<file path="config.mk">
export PLATFORM = sky130hd
export DESIGN_NAME = pll_serial_word_loader
export DESIGN_NICKNAME = d
export VERILOG_FILES = /design/src/pll_pkg.sv /design/src/ref_div_if.sv /design/src/pll_serial_word_loader.sv /design/src/ref_divider.sv
export SDC_FILE = /design/constraint.sdc
export NUM_CORES = 1
export LEC_CHECK = 0
export ABC_AREA = 1
export BUFFER_PORTS_ARGS = -buffer_cell sky130_fd_sc_hd__buf_2
export CAP_MARGIN = 30
export CORE_AREA = 2 2 132 160
export DETAILED_ROUTE_END_ITERATION = 16
export DIE_AREA = 0 0 134 162
export PLACE_DENSITY = 0.69
export REMOVE_ABC_BUFFERS = 1
export SLEW_MARGIN = 10
export SYNTH_ARGS = -nofsm -noshare
export SYNTH_HDL_FRONTEND = slang
export SYNTH_SLANG_ARGS = --single-unit
</file>
<file path="constraint.sdc">
create_clock -name clock_i -period 10.3 [get_ports clock_i]
set_input_delay 2.06 -clock clock_i [delete_from_list [all_inputs] [get_ports clock_i]]
set_output_delay 2.06 -clock clock_i [all_outputs]
set_load 0.005 [all_outputs]
</file>
<file path="src/pll_pkg.sv">
// Behaviour
// - serial data shifts in on each rising serial clock while enable is high.
// - shifting while enable is high leaves dividers and the running count alone.
// - falling enable copies the shift register into exactly one destination.
// - 24-bit shift register; its two low bits pick the destination.
// - primary buffer stores upper 22 bits: 19 divider bits, gain and sense.
// - alternate buffer keeps the same layout as the primary buffer.
// - two gain bits set pump multiplier 1, 1.5, 2.5 or 4.
// - sense bit swaps detector inputs and swaps the two monitor outputs.
// - buffer select high picks primary buffer, low picks alternate.
// - writing the inactive buffer leaves the running dividers undisturbed.
// - divider word moves into A and M only while remaining M count exceeds 3.
// - divider update completes within (3+M)N+A RF periods plus 50 ns.
// - reference word uses 16 bits: 13 divider, 2 power, 1 modulus.
// - power bits choose monitor outputs and pump on, off or lock-gated.
// - modulus bit 1 selects 8/9 prescaler, 0 selects 16/17.
// - reference word moves in while remaining R count exceeds 1 or the running R is at most 1.
// - A-only write changes just the active A bits at end of M count.
// - two detector flops set by M and R outputs, cleared once both set.
// - cycle starts at modulus N+1, drops to N at A, resets at M.
// - reference divider accepts any ratio from 1 to 8191.
package pll_pkg;
    localparam int SR_W       = 24;
    localparam int DEST_LO    = 0;
    localparam int DEST_HI    = 1;
    // divider word fields, as positions in the shift register
    localparam int A_LSB      = 2;
    localparam int A_W        = 4;
    localparam int M_LSB      = 6;
    localparam int M_W        = 15;
    localparam int GAIN_LO    = 21;
    localparam int GAIN_HI    = 22;
    localparam int SENSE_BIT  = 23;
    localparam int DIVW_LSB   = 2;
    localparam int DIVW_W     = 22;
    // reference word fields
    localparam int R_LSB      = 2;
    localparam int R_W        = 13;
    localparam int PWR_LO     = 15;
    localparam int PWR_HI     = 16;
    localparam int MOD_BIT    = 17;
    localparam int REFW_W     = 16;
    // positions inside a stored 22-bit divider word
    localparam int W_A_LSB    = 0;
    localparam int W_M_LSB    = 4;
    localparam int W_G_LSB    = 19;
    localparam int W_SENSE    = 21;
    // gating thresholds
    localparam logic [M_W-1:0] M_GATE = 15'h0003;
    localparam logic [R_W-1:0] R_GATE = 13'h0001;
    // reset values (no documented reset; chosen to run a short cycle)
    localparam logic [DIVW_W-1:0] DIVW_RST = 22'h00_0040;
    localparam logic [REFW_W-1:0] REFW_RST = 16'h0001;
    // destination codes {dest_sel_high, dest_sel_low}
    typedef enum logic [1:0] {
        DEST_PRIMARY   = 2'h0,
        DEST_A_ONLY    = 2'h1,
        DEST_ALTERNATE = 2'h2,
        DEST_REFERENCE = 2'h3
    } dest_t;
    // power codes {pwr_ctl_high, pwr_ctl_low}
    localparam logic [1:0] PWR_MON_OFF  = 2'h0;
    localparam logic [1:0] PWR_ALL_ON   = 2'h1;
    localparam logic [1:0] PWR_PUMP_OFF = 2'h2;
    localparam logic [1:0] PWR_LOCK_GATE = 2'h3;
    // timing
    localparam int CLK_NS     = 25;
    localparam int SLACK_NS   = 50;
    localparam int SLACK_CYC  = (SLACK_NS / CLK_NS) < 1 ? 1 : (SLACK_NS / CLK_NS);
    localparam int SYNC_W     = 6;
endpackage

</file>
<file path="src/ref_div_if.sv">
`timescale 1ns/1ps
`default_nettype none
interface ref_div_if;
    logic [12:0] ratio;
    logic        load_req;
    logic        load_done;
    logic        ref_tick;
    logic        ref_out;
    modport ctl (output ratio, output load_req, output ref_tick, input load_done, input ref_out);
    modport div (input ratio, input load_req, input ref_tick, output load_done, output ref_out);
endinterface
`default_nettype wire

</file>
<file path="src/pll_serial_word_loader.sv">
`timescale 1ns/1ps
`default_nettype none
module pll_serial_word_loader (
    input  wire logic       clock_i,               // 40 MHz system clock
    input  wire logic       reset_i,               // async reset, high
    input  wire logic       serial_data_i,         // serial data pin
    input  wire logic       serial_clk_i,          // serial clock pin
    input  wire logic       serial_en_i,           // serial enable pin
    input  wire logic       buffer_select_pin_i,   // high: primary, low: alternate
    input  wire logic       prescaler_out_i,       // prescaler output pin
    input  wire logic       ref_osc_i,             // reference oscillator pin
    input  wire logic       lock_detect_i,         // lock detector, high in lock
    output logic            modulus_high_o,        // prescaler at N+1
    output logic            prescaler_8_9_o,       // 8/9 mode, else 16/17
    output logic [3:0]      gain_mult_x2_o,        // pump multiplier times two
    output logic            pump_source_o,         // pump source drive
    output logic            pump_sink_o,           // pump sink drive
    output logic            divided_ref_monitor_o, // monitor output 1
    output logic            divided_rf_monitor_o,  // monitor output 2
    output logic            monitors_on_o          // monitor buffers powered
);
    // ---- pin synchronisers
    logic [pll_pkg::SYNC_W-1:0] pins;
    logic [pll_pkg::SYNC_W-1:0] s1_r;
    logic [pll_pkg::SYNC_W-1:0] s2_r;
    logic [pll_pkg::SYNC_W-1:0] s3_r;
    assign pins = {lock_detect_i, ref_osc_i, prescaler_out_i,
                   buffer_select_pin_i, serial_en_i, serial_clk_i};

    genvar gi;
    generate
        for (gi = 0; gi < pll_pkg::SYNC_W; gi++) begin : g_sync
            always_ff @(posedge clock_i or posedge reset_i) begin
                if (reset_i) begin
                    s1_r[gi] <= 1'b0;
                    s2_r[gi] <= 1'b0;
                    s3_r[gi] <= 1'b0;
                end else begin
                    s1_r[gi] <= pins[gi];
                    s2_r[gi] <= s1_r[gi];
                    s3_r[gi] <= s2_r[gi];
                end
            end
        end
    endgenerate

    logic data_s1_r;
    logic data_s2_r;
    always_ff @(posedge clock_i or posedge reset_i) begin
        if (reset_i) begin
            data_s1_r <= 1'b0;
            data_s2_r <= 1'b0;
        end else begin
            data_s1_r <= serial_data_i;
            data_s2_r <= data_s1_r;
        end
    end

    logic sclk_rise;
    logic en_level;
    logic en_fall;
    logic sel_level;
    logic sel_toggle;
    logic rf_tick;
    logic lock_level;
    assign sclk_rise  = s2_r[0] & ~s3_r[0];
    assign en_level   = s2_r[1];
    assign en_fall    = ~s2_r[1] & s3_r[1];
    assign sel_level  = s2_r[2];
    assign sel_toggle = s2_r[2] ^ s3_r[2];
    assign rf_tick    = s2_r[3] & ~s3_r[3];
    assign lock_level = s2_r[5];

    // ---- shift register, msb first so the select bits land lowest
    logic [pll_pkg::SR_W-1:0] sr_r;
    always_ff @(posedge clock_i or posedge reset_i) begin
        if (reset_i) begin
            sr_r <= 24'h00_0000;
        end else if (sclk_rise && en_level) begin
            sr_r <= {sr_r[pll_pkg::SR_W-2:0], data_s2_r};
        end
    end

    pll_pkg::dest_t dest;
    assign dest = pll_pkg::dest_t'(sr_r[pll_pkg::DEST_HI:pll_pkg::DEST_LO]);

    // ---- buffers; the three stored words change only when enable falls
    logic [pll_pkg::DIVW_W-1:0] primary_divider_word_r;
    logic [pll_pkg::DIVW_W-1:0] alternate_divider_word_r;
    logic [pll_pkg::REFW_W-1:0] reference_config_word_r;
    logic [pll_pkg::DIVW_W-1:0] active_word;
    logic [pll_pkg::A_W-1:0]    new_a;
    assign active_word = sel_level ? primary_divider_word_r : alternate_divider_word_r;
    assign new_a       = sr_r[pll_pkg::A_LSB +: pll_pkg::A_W];

    always_ff @(posedge clock_i or posedge reset_i) begin
        if (reset_i) begin
            primary_divider_word_r   <= pll_pkg::DIVW_RST;
            alternate_divider_word_r <= pll_pkg::DIVW_RST;
            reference_config_word_r  <= pll_pkg::REFW_RST;
        end else if (en_fall) begin
            case (dest)
                pll_pkg::DEST_PRIMARY:
                    primary_divider_word_r <= sr_r[pll_pkg::DIVW_LSB +: pll_pkg::DIVW_W];
                pll_pkg::DEST_ALTERNATE:
                    alternate_divider_word_r <= sr_r[pll_pkg::DIVW_LSB +: pll_pkg::DIVW_W];
                pll_pkg::DEST_A_ONLY: begin
                    if (sel_level) begin
                        primary_divider_word_r[pll_pkg::W_A_LSB +: pll_pkg::A_W] <= new_a;
                    end else begin
                        alternate_divider_word_r[pll_pkg::W_A_LSB +: pll_pkg::A_W] <= new_a;
                    end
                end
                pll_pkg::DEST_REFERENCE:
                    reference_config_word_r <= sr_r[pll_pkg::R_LSB +: pll_pkg::REFW_W];
                default: ;
            endcase
        end
    end

    // a write to the inactive buffer raises no request
    logic wr_active;
    assign wr_active = en_fall && ((dest == pll_pkg::DEST_A_ONLY)
                    || (dest == pll_pkg::DEST_PRIMARY && sel_level)
                    || (dest == pll_pkg::DEST_ALTERNATE && !sel_level));

    // ---- divider shadow and working set; the shadow loads at the M gate, working values only at the cycle boundary
    logic [pll_pkg::DIVW_W-1:0] shadow_r;
    logic [pll_pkg::A_W-1:0]    a_work_r;
    logic [pll_pkg::M_W-1:0]    m_work_r;
    logic [1:0]                 gain_r;
    logic                       sense_r;
    logic [pll_pkg::A_W-1:0]    a_cnt_r;
    logic [pll_pkg::M_W-1:0]    m_cnt_r;
    logic                       mod_hi_r;
    logic                       m_out_r;
    logic                       div_pend_r;
    logic [pll_pkg::M_W-1:0]    m_remain;
    logic                       m_end;
    logic                       div_gate;
    logic [pll_pkg::A_W-1:0]    a_next;

    assign m_remain = m_work_r - m_cnt_r;
    assign m_end    = rf_tick && (m_cnt_r + 15'h0001 >= m_work_r);
    assign div_gate = m_remain > pll_pkg::M_GATE;
    assign a_next   = shadow_r[pll_pkg::W_A_LSB +: pll_pkg::A_W];

    // request held until remaining M count allows the copy
    always_ff @(posedge clock_i or posedge reset_i) begin
        if (reset_i) begin
            div_pend_r <= 1'b0;
            shadow_r   <= pll_pkg::DIVW_RST;
        end else begin
            if (div_pend_r && div_gate) begin
                shadow_r   <= active_word;
                div_pend_r <= 1'b0;
            end
            if (wr_active || sel_toggle) begin   // set wins over the copy clear
                div_pend_r <= 1'b1;
            end
        end
    end

    // A and M counters; working values swap only when the cycle wraps
    always_ff @(posedge clock_i or posedge reset_i) begin
        if (reset_i) begin
            a_work_r <= pll_pkg::DIVW_RST[pll_pkg::W_A_LSB +: pll_pkg::A_W];
            m_work_r <= pll_pkg::DIVW_RST[pll_pkg::W_M_LSB +: pll_pkg::M_W];
            gain_r   <= pll_pkg::DIVW_RST[pll_pkg::W_G_LSB +: 2];
            sense_r  <= pll_pkg::DIVW_RST[pll_pkg::W_SENSE];
            a_cnt_r  <= 4'h0;
            m_cnt_r  <= 15'h0000;
            mod_hi_r <= 1'b0;
            m_out_r  <= 1'b0;
        end else begin
            m_out_r <= 1'b0;
            if (m_end) begin
                a_work_r <= a_next;
                m_work_r <= shadow_r[pll_pkg::W_M_LSB +: pll_pkg::M_W];
                gain_r   <= shadow_r[pll_pkg::W_G_LSB +: 2];
                sense_r  <= shadow_r[pll_pkg::W_SENSE];
                a_cnt_r  <= 4'h0;
                m_cnt_r  <= 15'h0000;
                mod_hi_r <= (a_next != 4'h0);
                m_out_r  <= 1'b1;
            end else if (rf_tick) begin
                m_cnt_r <= m_cnt_r + 15'h0001;
                if (mod_hi_r) begin
                    a_cnt_r <= a_cnt_r + 4'h1;
                    if (a_cnt_r + 4'h1 >= a_work_r) begin
                        mod_hi_r <= 1'b0;
                    end
                end
            end
        end
    end

    // ---- reference divider
    ref_div_if rdi ();
    logic ref_pend_r;
    logic [1:0] pwr;
    logic       ref_tick_r;
    assign rdi.ratio    = reference_config_word_r[pll_pkg::R_LSB - 2 +: pll_pkg::R_W];
    assign rdi.load_req = ref_pend_r;
    assign rdi.ref_tick = ref_tick_r;

    always_ff @(posedge clock_i or posedge reset_i) begin
        if (reset_i) begin
            ref_pend_r <= 1'b0;
            ref_tick_r <= 1'b0;
        end else begin
            ref_tick_r <= s2_r[4] & ~s3_r[4];
            if (rdi.load_done) begin
                ref_pend_r <= 1'b0;
            end
            if (en_fall && dest == pll_pkg::DEST_REFERENCE) begin
                ref_pend_r <= 1'b1;
            end
        end
    end

    ref_divider u_ref_div (
        .clock_i (clock_i),
        .reset_i (reset_i),
        .rd      (rdi.div)
    );

    // ---- phase/frequency detector
    logic ff_ref_r;
    logic ff_div_r;
    logic set_ref;
    logic set_div;
    assign set_ref = sense_r ? m_out_r : rdi.ref_out;
    assign set_div = sense_r ? rdi.ref_out : m_out_r;

    // both set clears both at once, so no dead zone builds up
    always_ff @(posedge clock_i or posedge reset_i) begin
        if (reset_i) begin
            ff_ref_r <= 1'b0;
            ff_div_r <= 1'b0;
        end else if ((ff_ref_r || set_ref) && (ff_div_r || set_div)) begin
            ff_ref_r <= 1'b0;
            ff_div_r <= 1'b0;
        end else begin
            ff_ref_r <= ff_ref_r | set_ref;
            ff_div_r <= ff_div_r | set_div;
        end
    end

    // ---- outputs
    logic pump_en;
    logic [3:0] gain_x2;
    assign pwr = {reference_config_word_r[pll_pkg::PWR_HI - 2], reference_config_word_r[pll_pkg::PWR_LO - 2]};

    always_comb begin
        case (pwr)
            pll_pkg::PWR_MON_OFF:   pump_en = 1'b1;
            pll_pkg::PWR_ALL_ON:    pump_en = 1'b1;
            pll_pkg::PWR_PUMP_OFF:  pump_en = 1'b0;
            pll_pkg::PWR_LOCK_GATE: pump_en = ~lock_level;
            default:                pump_en = 1'b1;
        endcase
        // gain code {high, low}
        case (gain_r)
            2'h0:    gain_x2 = 4'h2;
            2'h2:    gain_x2 = 4'h3;
            2'h1:    gain_x2 = 4'h5;
            2'h3:    gain_x2 = 4'h8;
            default: gain_x2 = 4'h2;
        endcase
    end

    always_ff @(posedge clock_i or posedge reset_i) begin
        if (reset_i) begin
            modulus_high_o        <= 1'b0;
            prescaler_8_9_o       <= 1'b0;
            gain_mult_x2_o        <= 4'h2;
            pump_source_o         <= 1'b0;
            pump_sink_o           <= 1'b0;
            divided_ref_monitor_o <= 1'b0;
            divided_rf_monitor_o  <= 1'b0;
            monitors_on_o         <= 1'b0;
        end else begin
            modulus_high_o        <= mod_hi_r;
            prescaler_8_9_o       <= reference_config_word_r[pll_pkg::MOD_BIT - 2];
            gain_mult_x2_o        <= gain_x2;
            pump_source_o         <= ff_ref_r & pump_en;
            pump_sink_o           <= ff_div_r & pump_en;
            monitors_on_o         <= (pwr != pll_pkg::PWR_MON_OFF);
            divided_ref_monitor_o <= (pwr != pll_pkg::PWR_MON_OFF) && (sense_r ? m_out_r : rdi.ref_out);
            divided_rf_monitor_o  <= (pwr != pll_pkg::PWR_MON_OFF) && (sense_r ? rdi.ref_out : m_out_r);
        end
    end

    // ---- checks
    chk_shift_hold: assert property (@(posedge clock_i) disable iff (reset_i)
        !en_level |=> $stable(sr_r)) else $error("shift while enable low");
    chk_shift_in: assert property (@(posedge clock_i) disable iff (reset_i)
        (sclk_rise && en_level) |=> sr_r[0] == $past(data_s2_r)) else $error("bit not shifted");
    chk_word_hold: assert property (@(posedge clock_i) disable iff (reset_i)
        !en_fall |=> $stable(primary_divider_word_r) && $stable(alternate_divider_word_r)) else $error("buffer moved");
    chk_primary_load: assert property (@(posedge clock_i) disable iff (reset_i)
        (en_fall && dest == pll_pkg::DEST_PRIMARY) |=> primary_divider_word_r == $past(sr_r[23:2])
        && $stable(alternate_divider_word_r)) else $error("primary load wrong");
    chk_m_gate: assert property (@(posedge clock_i) disable iff (reset_i)
        (div_pend_r && !div_gate && !m_end) |=> $stable(shadow_r)) else $error("copy at low M count");
    chk_work_stable: assert property (@(posedge clock_i) disable iff (reset_i)
        !m_end |=> $stable(m_work_r) && $stable(a_work_r)) else $error("divider moved mid cycle");
    chk_pfd_clear: assert property (@(posedge clock_i) disable iff (reset_i)
        (ff_ref_r && ff_div_r) == 1'b0) else $error("both detector flops set");
    chk_pump_off: assert property (@(posedge clock_i) disable iff (reset_i)
        (pwr == pll_pkg::PWR_PUMP_OFF) [*2] |-> !pump_source_o && !pump_sink_o) else $error("pump on when off");
    chk_mod_start: assert property (@(posedge clock_i) disable iff (reset_i)
        m_end |=> mod_hi_r == (a_work_r != 4'h0)) else $error("cycle not at N+1");
    chk_a_only: assert property (@(posedge clock_i) disable iff (reset_i)
        (en_fall && dest == pll_pkg::DEST_A_ONLY && sel_level) |=>
        primary_divider_word_r[21:4] == $past(primary_divider_word_r[21:4])) else $error("A-only touched M");

    cov_primary: cover property (@(posedge clock_i) disable iff (reset_i)
        en_fall && dest == pll_pkg::DEST_PRIMARY);
    cov_ref_load: cover property (@(posedge clock_i) disable iff (reset_i) rdi.load_done);
    cov_toggle_copy: cover property (@(posedge clock_i) disable iff (reset_i)
        sel_toggle ##[1:200] (div_pend_r && div_gate));
    cov_pump: cover property (@(posedge clock_i) disable iff (reset_i) pump_source_o);
endmodule
`default_nettype wire

</file>
<file path="src/ref_divider.sv">
`timescale 1ns/1ps
`default_nettype none
module ref_divider (
    input  wire logic clock_i,    // system clock
    input  wire logic reset_i,    // async reset, high
    ref_div_if.div    rd          // divider side
);
    logic [pll_pkg::R_W-1:0] cnt_r;
    logic [pll_pkg::R_W-1:0] ratio_r;
    logic                    done_r;
    logic                    out_r;

    // shadow taken while the remaining count exceeds the gate or the running ratio is at or below it
    always_ff @(posedge clock_i or posedge reset_i) begin
        if (reset_i) begin
            ratio_r <= pll_pkg::REFW_RST[pll_pkg::R_W-1:0];
            done_r  <= 1'b0;
        end else begin
            done_r <= 1'b0;
            // a ratio of 1 wraps on every tick, so there is no count to cut short
            if (rd.load_req && !done_r && (cnt_r > pll_pkg::R_GATE || ratio_r <= pll_pkg::R_GATE)) begin
                ratio_r <= rd.ratio;
                done_r  <= 1'b1;
            end
        end
    end

    // ratio 0 behaves as 1, so 1..8191 are all reachable
    always_ff @(posedge clock_i or posedge reset_i) begin
        if (reset_i) begin
            cnt_r <= pll_pkg::R_GATE;
            out_r <= 1'b0;
        end else begin
            out_r <= 1'b0;
            if (rd.ref_tick) begin
                if (cnt_r <= pll_pkg::R_GATE) begin
                    cnt_r <= ratio_r;
                    out_r <= 1'b1;
                end else begin
                    cnt_r <= cnt_r - 13'h0001;
                end
            end
        end
    end

    assign rd.load_done = done_r;
    assign rd.ref_out   = out_r;

    chk_ref_gate: assert property (@(posedge clock_i) disable iff (reset_i)
        rd.load_done |-> ($past(cnt_r) > pll_pkg::R_GATE || $past(ratio_r) <= pll_pkg::R_GATE))
        else $error("ref load at low count");
    chk_ref_wrap: assert property (@(posedge clock_i) disable iff (reset_i)
        (rd.ref_tick && cnt_r <= pll_pkg::R_GATE) |=> rd.ref_out) else $error("ref output missed");
endmodule
`default_nettype wire
</file>
Word level (Yosys, flattened, before mapping)
Index checks and enable logic that the tools add are counted.
{"block": "totals", "regBits": 212, "input_bits": 9, "output_inout_bits": 11, "word_cells": 153}
{"block": "op_classes", "addsub": 4, "n_lt_le_gt_ge": 6, "n_eq_ne": 11, "mux": 29, "n_bitwise": 14, "reduce_logical": 38}
{"op": "$mux 15", "count": 2}
{"op": "$le 13x1->1 const B", "count": 2}
{"op": "$mux 22", "count": 1}
{"op": "$mux 4", "count": 5}
{"op": "$mux 1", "count": 16}
{"op": "$pmux 4 s2", "count": 2}
{"op": "$pmux 4 s4", "count": 1}
{"op": "$add 15x1->15 const B", "count": 1}
{"op": "$ge 15x15->1", "count": 1}
{"op": "$gt 15x2->1 const B", "count": 1}
{"op": "$sub 15x15->15", "count": 1}
{"op": "$reduce_bool 2->1", "count": 7}
{"op": "$gt 13x1->1 const B", "count": 1}
{"op": "$mux 13", "count": 1}
{"op": "$sub 13x1->13 const B", "count": 1}
{"op": "$eq 2x2->1 const B", "count": 6}
{"op": "$logic_and 1x1->1", "count": 12}
{"op": "$reduce_and 2->1", "count": 4}
{"op": "$and 1x1->1", "count": 6}
{"op": "$eq 2x1->1 const B", "count": 3}
{"op": "$logic_not 2->1", "count": 3}
{"op": "$logic_or 1x1->1", "count": 6}
{"op": "$reduce_and 3->1", "count": 2}
{"op": "$not 1->1", "count": 5}
{"op": "9 further kinds", "count": 12}

Logic depth before layout (Yosys ltp)
{"block": "depth", "depth_word": 7, "mapped_depth": 19, "mapped_depth_nobuf": 18}

Cells and area by module
A second synthesis with hierarchy kept.
{"block": "hier_totals", "hier_cells": 1215, "hier_area_um2": 10133.5}
{"mod": "pll_serial_word_loader", "n_inst": 1, "cells_per_inst": 1005, "area_each_um2": 8580.7, "seq_area_each_um2": 4611.9}
{"mod": "ref_divider", "n_inst": 1, "cells_per_inst": 210, "area_each_um2": 1552.7, "seq_area_each_um2": 703.2}

Worst setup path before layout
No wires, ideal clock.
{"block": "synth_timing", "path_type": "reg2reg", "from": "register m_cnt_r[0] (netlist name)", "to": "register a_cnt_r[1] (netlist name)", "setup_ns": 0.066, "t_arrival_ns": 2.871, "required_ns": 10.234, "path_slack_ns": 7.363, "path_stages_with_launch": 19, "n_path_buf": 1, "period_less_slack_ns": 2.937, "path_cell_list": "dfrtp_1 > ha_1 > nand2_1 > nor3_1 > nand3_1 > nor2_1 > nand3_1 > xor2_1 > ha_1 > nand2_1 > inv_1 > nand2_1 > nor2_1 > a21oi_1 > nand3_1 > nor2_1 > buf_2 > nand3_1 > nand2_1"}
{"block": "synth_between", "elab_chain_len": 5, "word_cells_on_any_way": 7, "classes_between": "add/sub (1); order compare (1); mux (1); reduce/logical (4)"}
{"element": "start: declaration", "line": "pll_serial_word_loader.sv:134", "rtl": "logic [pll_pkg::M_W-1:0] m_cnt_r;"}
{"element": "start signal: assignment", "line": "pll_serial_word_loader.sv:187", "rtl": "m_cnt_r <= m_cnt_r + 15'h0001;"}
{"element": "$add 15x1->15 *", "line": "pll_serial_word_loader.sv:144", "rtl": "assign m_end = rf_tick && (m_cnt_r + 15'h0001 >= m_work_r);"}
{"element": "$ge 15x15->1 *", "line": "pll_serial_word_loader.sv:144"}
{"element": "$logic_and 1x1->1 *", "line": "pll_serial_word_loader.sv:144"}
{"element": "$reduce_bool 2->1 (no line)"}
{"element": "$reduce_and 2->1 (no line)"}
{"element": "end signal: assignment", "line": "pll_serial_word_loader.sv:189", "rtl": "a_cnt_r <= a_cnt_r + 4'h1;"}
{"element": "end: declaration", "line": "pll_serial_word_loader.sv:133", "rtl": "logic [pll_pkg::A_W-1:0] a_cnt_r;"}
Every way passes the cells marked *; elsewhere a longest branch is shown, timed or not.
A chain may end at the register's enable or synchronous reset.

Worst setup path after layout
{"block": "layout_timing", "from": "register m_cnt_r[0] (netlist name)", "to": "register gain_r[0]"}
{"block": "layout_between", "elab_chain_len": 3}
{"element": "$add 15x1->15", "line": "pll_serial_word_loader.sv:144"}
{"element": "$ge 15x15->1", "line": "pll_serial_word_loader.sv:144"}
{"element": "$logic_and 1x1->1", "line": "pll_serial_word_loader.sv:144"}
{"element": "end signal: assignment", "line": "pll_serial_word_loader.sv:169", "rtl": "gain_r <= pll_pkg::DIVW_RST[pll_pkg::W_G_LSB +: 2];"}
{"element": "end signal: assignment", "line": "pll_serial_word_loader.sv:180", "rtl": "gain_r <= shadow_r[pll_pkg::W_G_LSB +: 2];"}
{"element": "end: declaration", "line": "pll_serial_word_loader.sv:131", "rtl": "logic [1:0] gain_r;"}
No other way between the ends.

==> results.toml <==
[clocking]
cts_buffers = 22
post_cts_buffers = 0
tritoncts = "yes"
cts_buffer_depth = 3
cts_hold_buf = 0
clock_sinks = 212
clk_pin_slew_ps = 60
cts_resized = 0
root_buffer = "clkbuf_16"
htreeDepth = 1
clk_latency_ps = 500

[cells_and_area]
syn_to_final_growth_pct = 11.2
fillers = 1850
stdcell_area_um2 = 11100
n_antenna_cell = 0
final_cell_mix = "388 x nand2_1, 204 x dfrtp_1, 142 x o21ai_0, 142 x inv_1, 66 x nand3_1"
drive_gt1_share_pct = 6.56
layout_commonest_cell = "nand2_1"
num-nets-final = 1258
fin_util_pct = 55.4

[timing]
min_period_ps = 3530
rsz0062_at_grt = "no"
finalMaxSlewViolations = 0
setup_viol = 0
hold_viol = 0
fin_crit_sh_pct = 34.3
skew_ps = 12.2
tns_ps = 0
max_freq_ghz = 0.283
slew_headroom_pct = 46.0
worst_slew_pin_slew_ps = 810

[grt]
grt_pass1_vias = 7264
grt_max_degree = 133
grt_pass1_wl_mm = 34.0
grt_usage_pct = 18.8
grt_overflow = 0
antenna_found_initial = 0

[power_and_ir_drop]
irDropWorstVdd_mv = 0.153
leakage_uw = 0.00567
p_total_uw = 1910
power.density_nw_per_um2 = 172

[placed_design]
place_congestion = 0.897
placed_area_um2 = 10400
io_buffers = 19
hpwl_mm = 13.6

[routing]
wl_met3_um = 540
vias_per_cell = 5.03
drt-met1-wl_mm = 8.94
top_layer_used = "met4"
drt.antenna.violating_nets = 0
drtPass1Iterations = 7
wirelength_mm = 19.6
wire_per_inst_um = 13.2
vias = 7468
wl_met2_mm = 9.74
drc = 0
drtIter0Drc = 545

[worst_setup_path]
arrival_ps = 3940
slowest_stage = "dfrtp_1"
endpoint_kind = "flip-flop"
crit_family = "simple AND/OR/NAND/NOR gates"
worst-path-buf-inv = 3
max_stage_delay_ps = 420
critical_path.max_fanout = 40
crit_top_cell = "nand2_1"
start_kind = "flip-flop"
critical_path.cell_chain = "ha_1 > nand2_1 > nor3_1 > nand3_1 > nor2_1 > nand3_1 > xor2_1 > ha_1 > nand2_1 > inv_1 > nand2_1 > nor4_1 > nand3b_1 > nand3_1 > nand2_1 > inv_1 > buf_16 > nand2_1 > o21ai_0"
required_ps = 10710
path_class = "reg -> reg"

[floorplanning]
initial_core_util_pct = 49.8
die_y_um = 162
core_area_um2 = 20000
num_io_pins = 20
die_x_um = 134
rows = 57
die_area_um2 = 21700

[run_status]
outcome = "complete, no violations"

[min_path]
hold_class = "reg -> reg"

[synth]
synthDistinctLibCells = 36
netlist_area_um2 = 9980
ys_seq_area_share_pct = 53.3
async_flop_share_pct = 100
ys_ff_latch = 212
synth-main-ff-cell = "dfrtp_1"
syn_inst = 1190
synth.avg_cell_area_um2 = 8.39
synth-edff-count = 0
ys.warnings.count = 0

[flow_run]
maxCapViolations = 0
==> final timing paths <==
| path | end | depth (start not counted) | from | slack [ps] |
|---|---|---|---|---|
| worst max-delay path | gain_r[0] | 19 | m_cnt_r[0] | 6770 |
| worst min register to register | sel_level | 0 | s1_r[2] | 350 |
| worst max register to register | gain_r[0] | 19 | m_cnt_r[0] | 6770 |
| min in group asynchronous | gain_mult_x2_o[2] | 2 | reset_i | 1450 |
| max in group asynchronous | shadow_r[6] | 5 | reset_i | 7310 |
| worst min-delay path | sel_level | 0 | s1_r[2] | 350 |
==> state kept, by name, indices dropped and copies added, names as in the netlist, 5 cells and up <==
register,count
m_work_r,15
u_ref_div.cnt_r,13
sr_r,24
alternate_divider_word_r,22
s3_r,5
reference_config_word_r,16
s1_r,6
u_ref_div.ratio_r,13
shadow_r,22
m_cnt_r,15
primary_divider_word_r,22
==> per-stage QoR <==
stage,setup slack [ps],instances,hold WS (ps)
detailed placement,6320,1445,336
global placement,6360,1440,332
CTS,6280,1482,349
finish,6770,1485,347
floorplan,2460,1153,331
global route,6410,1485,353
==> where the power goes <==
| group | leakage, uW | internal, uW | switching (uW) | total (uW) |
|---|---|---|---|---|
| logic | 0.00250 | 74.4 | 146 | 220 |
| registers | 0.00284 | 907 | 52.3 | 959 |
| clock network | 0.000325 | 428 | 304 | 733 |
| total | 0.00567 | 1410 | 502 | 1910 |
==> kinds of logic (layout without fill, tap and decap cells) <==
kind of cell               count (synthesis)  in the layout  synth area share, %
AOI/OAI and AO/OA                        186            186                 9.64
muxes                                      1              1                0.100
xor gates and xnor gates                  25             25                 2.19
DFF                                      212            212                 53.3
adders and majority gates                 42             42                 5.34
and+or+nand+nor                          541            541                 22.3
buffers and inverters                    183            213                 7.11
==> cells in the mapped netlist, types with 2 or more instances <==
| cell type | number | area share (%) |
|---|---|---|
| nor4_1 | 5 | 0.31 |
| nor2_1 | 47 | 1.8 |
| nand2_2 | 2 | 0.13 |
| o21ai_0 | 142 | 7.1 |
| a21oi_1 | 26 | 1.3 |
| and2_1 | 2 | 0.13 |
| inv_2 | 3 | 0.11 |
| nor3_2 | 2 | 0.20 |
| nand4_1 | 10 | 0.63 |
| buf_6 | 2 | 0.23 |
| xnor2_1 | 2 | 0.18 |
| o31ai_1 | 3 | 0.23 |
| buf_2 | 6 | 0.30 |
| clkbuf_1 | 29 | 1.1 |
| dfstp_2 | 8 | 2.1 |
| o21a_1 | 3 | 0.23 |
| xor2_1 | 23 | 2.0 |
| inv_1 | 143 | 5.4 |
| nor3_1 | 7 | 0.35 |
| ha_1 | 41 | 5.1 |
| o211ai_1 | 4 | 0.30 |
| nand3b_1 | 5 | 0.38 |
| o21ai_1 | 6 | 0.30 |
| nand3_2 | 2 | 0.20 |
| nand3_1 | 66 | 3.3 |
| dfrtp_1 | 204 | 51 |
| nand2_1 | 388 | 15 |
==> per-layer routing <==
layer / up-vias / track usage (%)
met5: - / 0
met4: 0 / 5.08
met3: 33 / 2.12
met2: 89 / 33.3
met1: 3527 / 24.6
li1: 3819 / -
==> layout make-up <==
type	instances	area [um^2]	share of cell area, %
Sequential cell	212	5320	47.9
Multi-Input combinational cell	795	3950	35.6
Clock buffer	33	643	5.80
Inverter	146	556	5.01
Tap cell	265	332	2.99
Timing Repair Buffer	30	273	2.46
Clock inverter	4	22.5	0.203
Power figures use the tool's default switching activity.
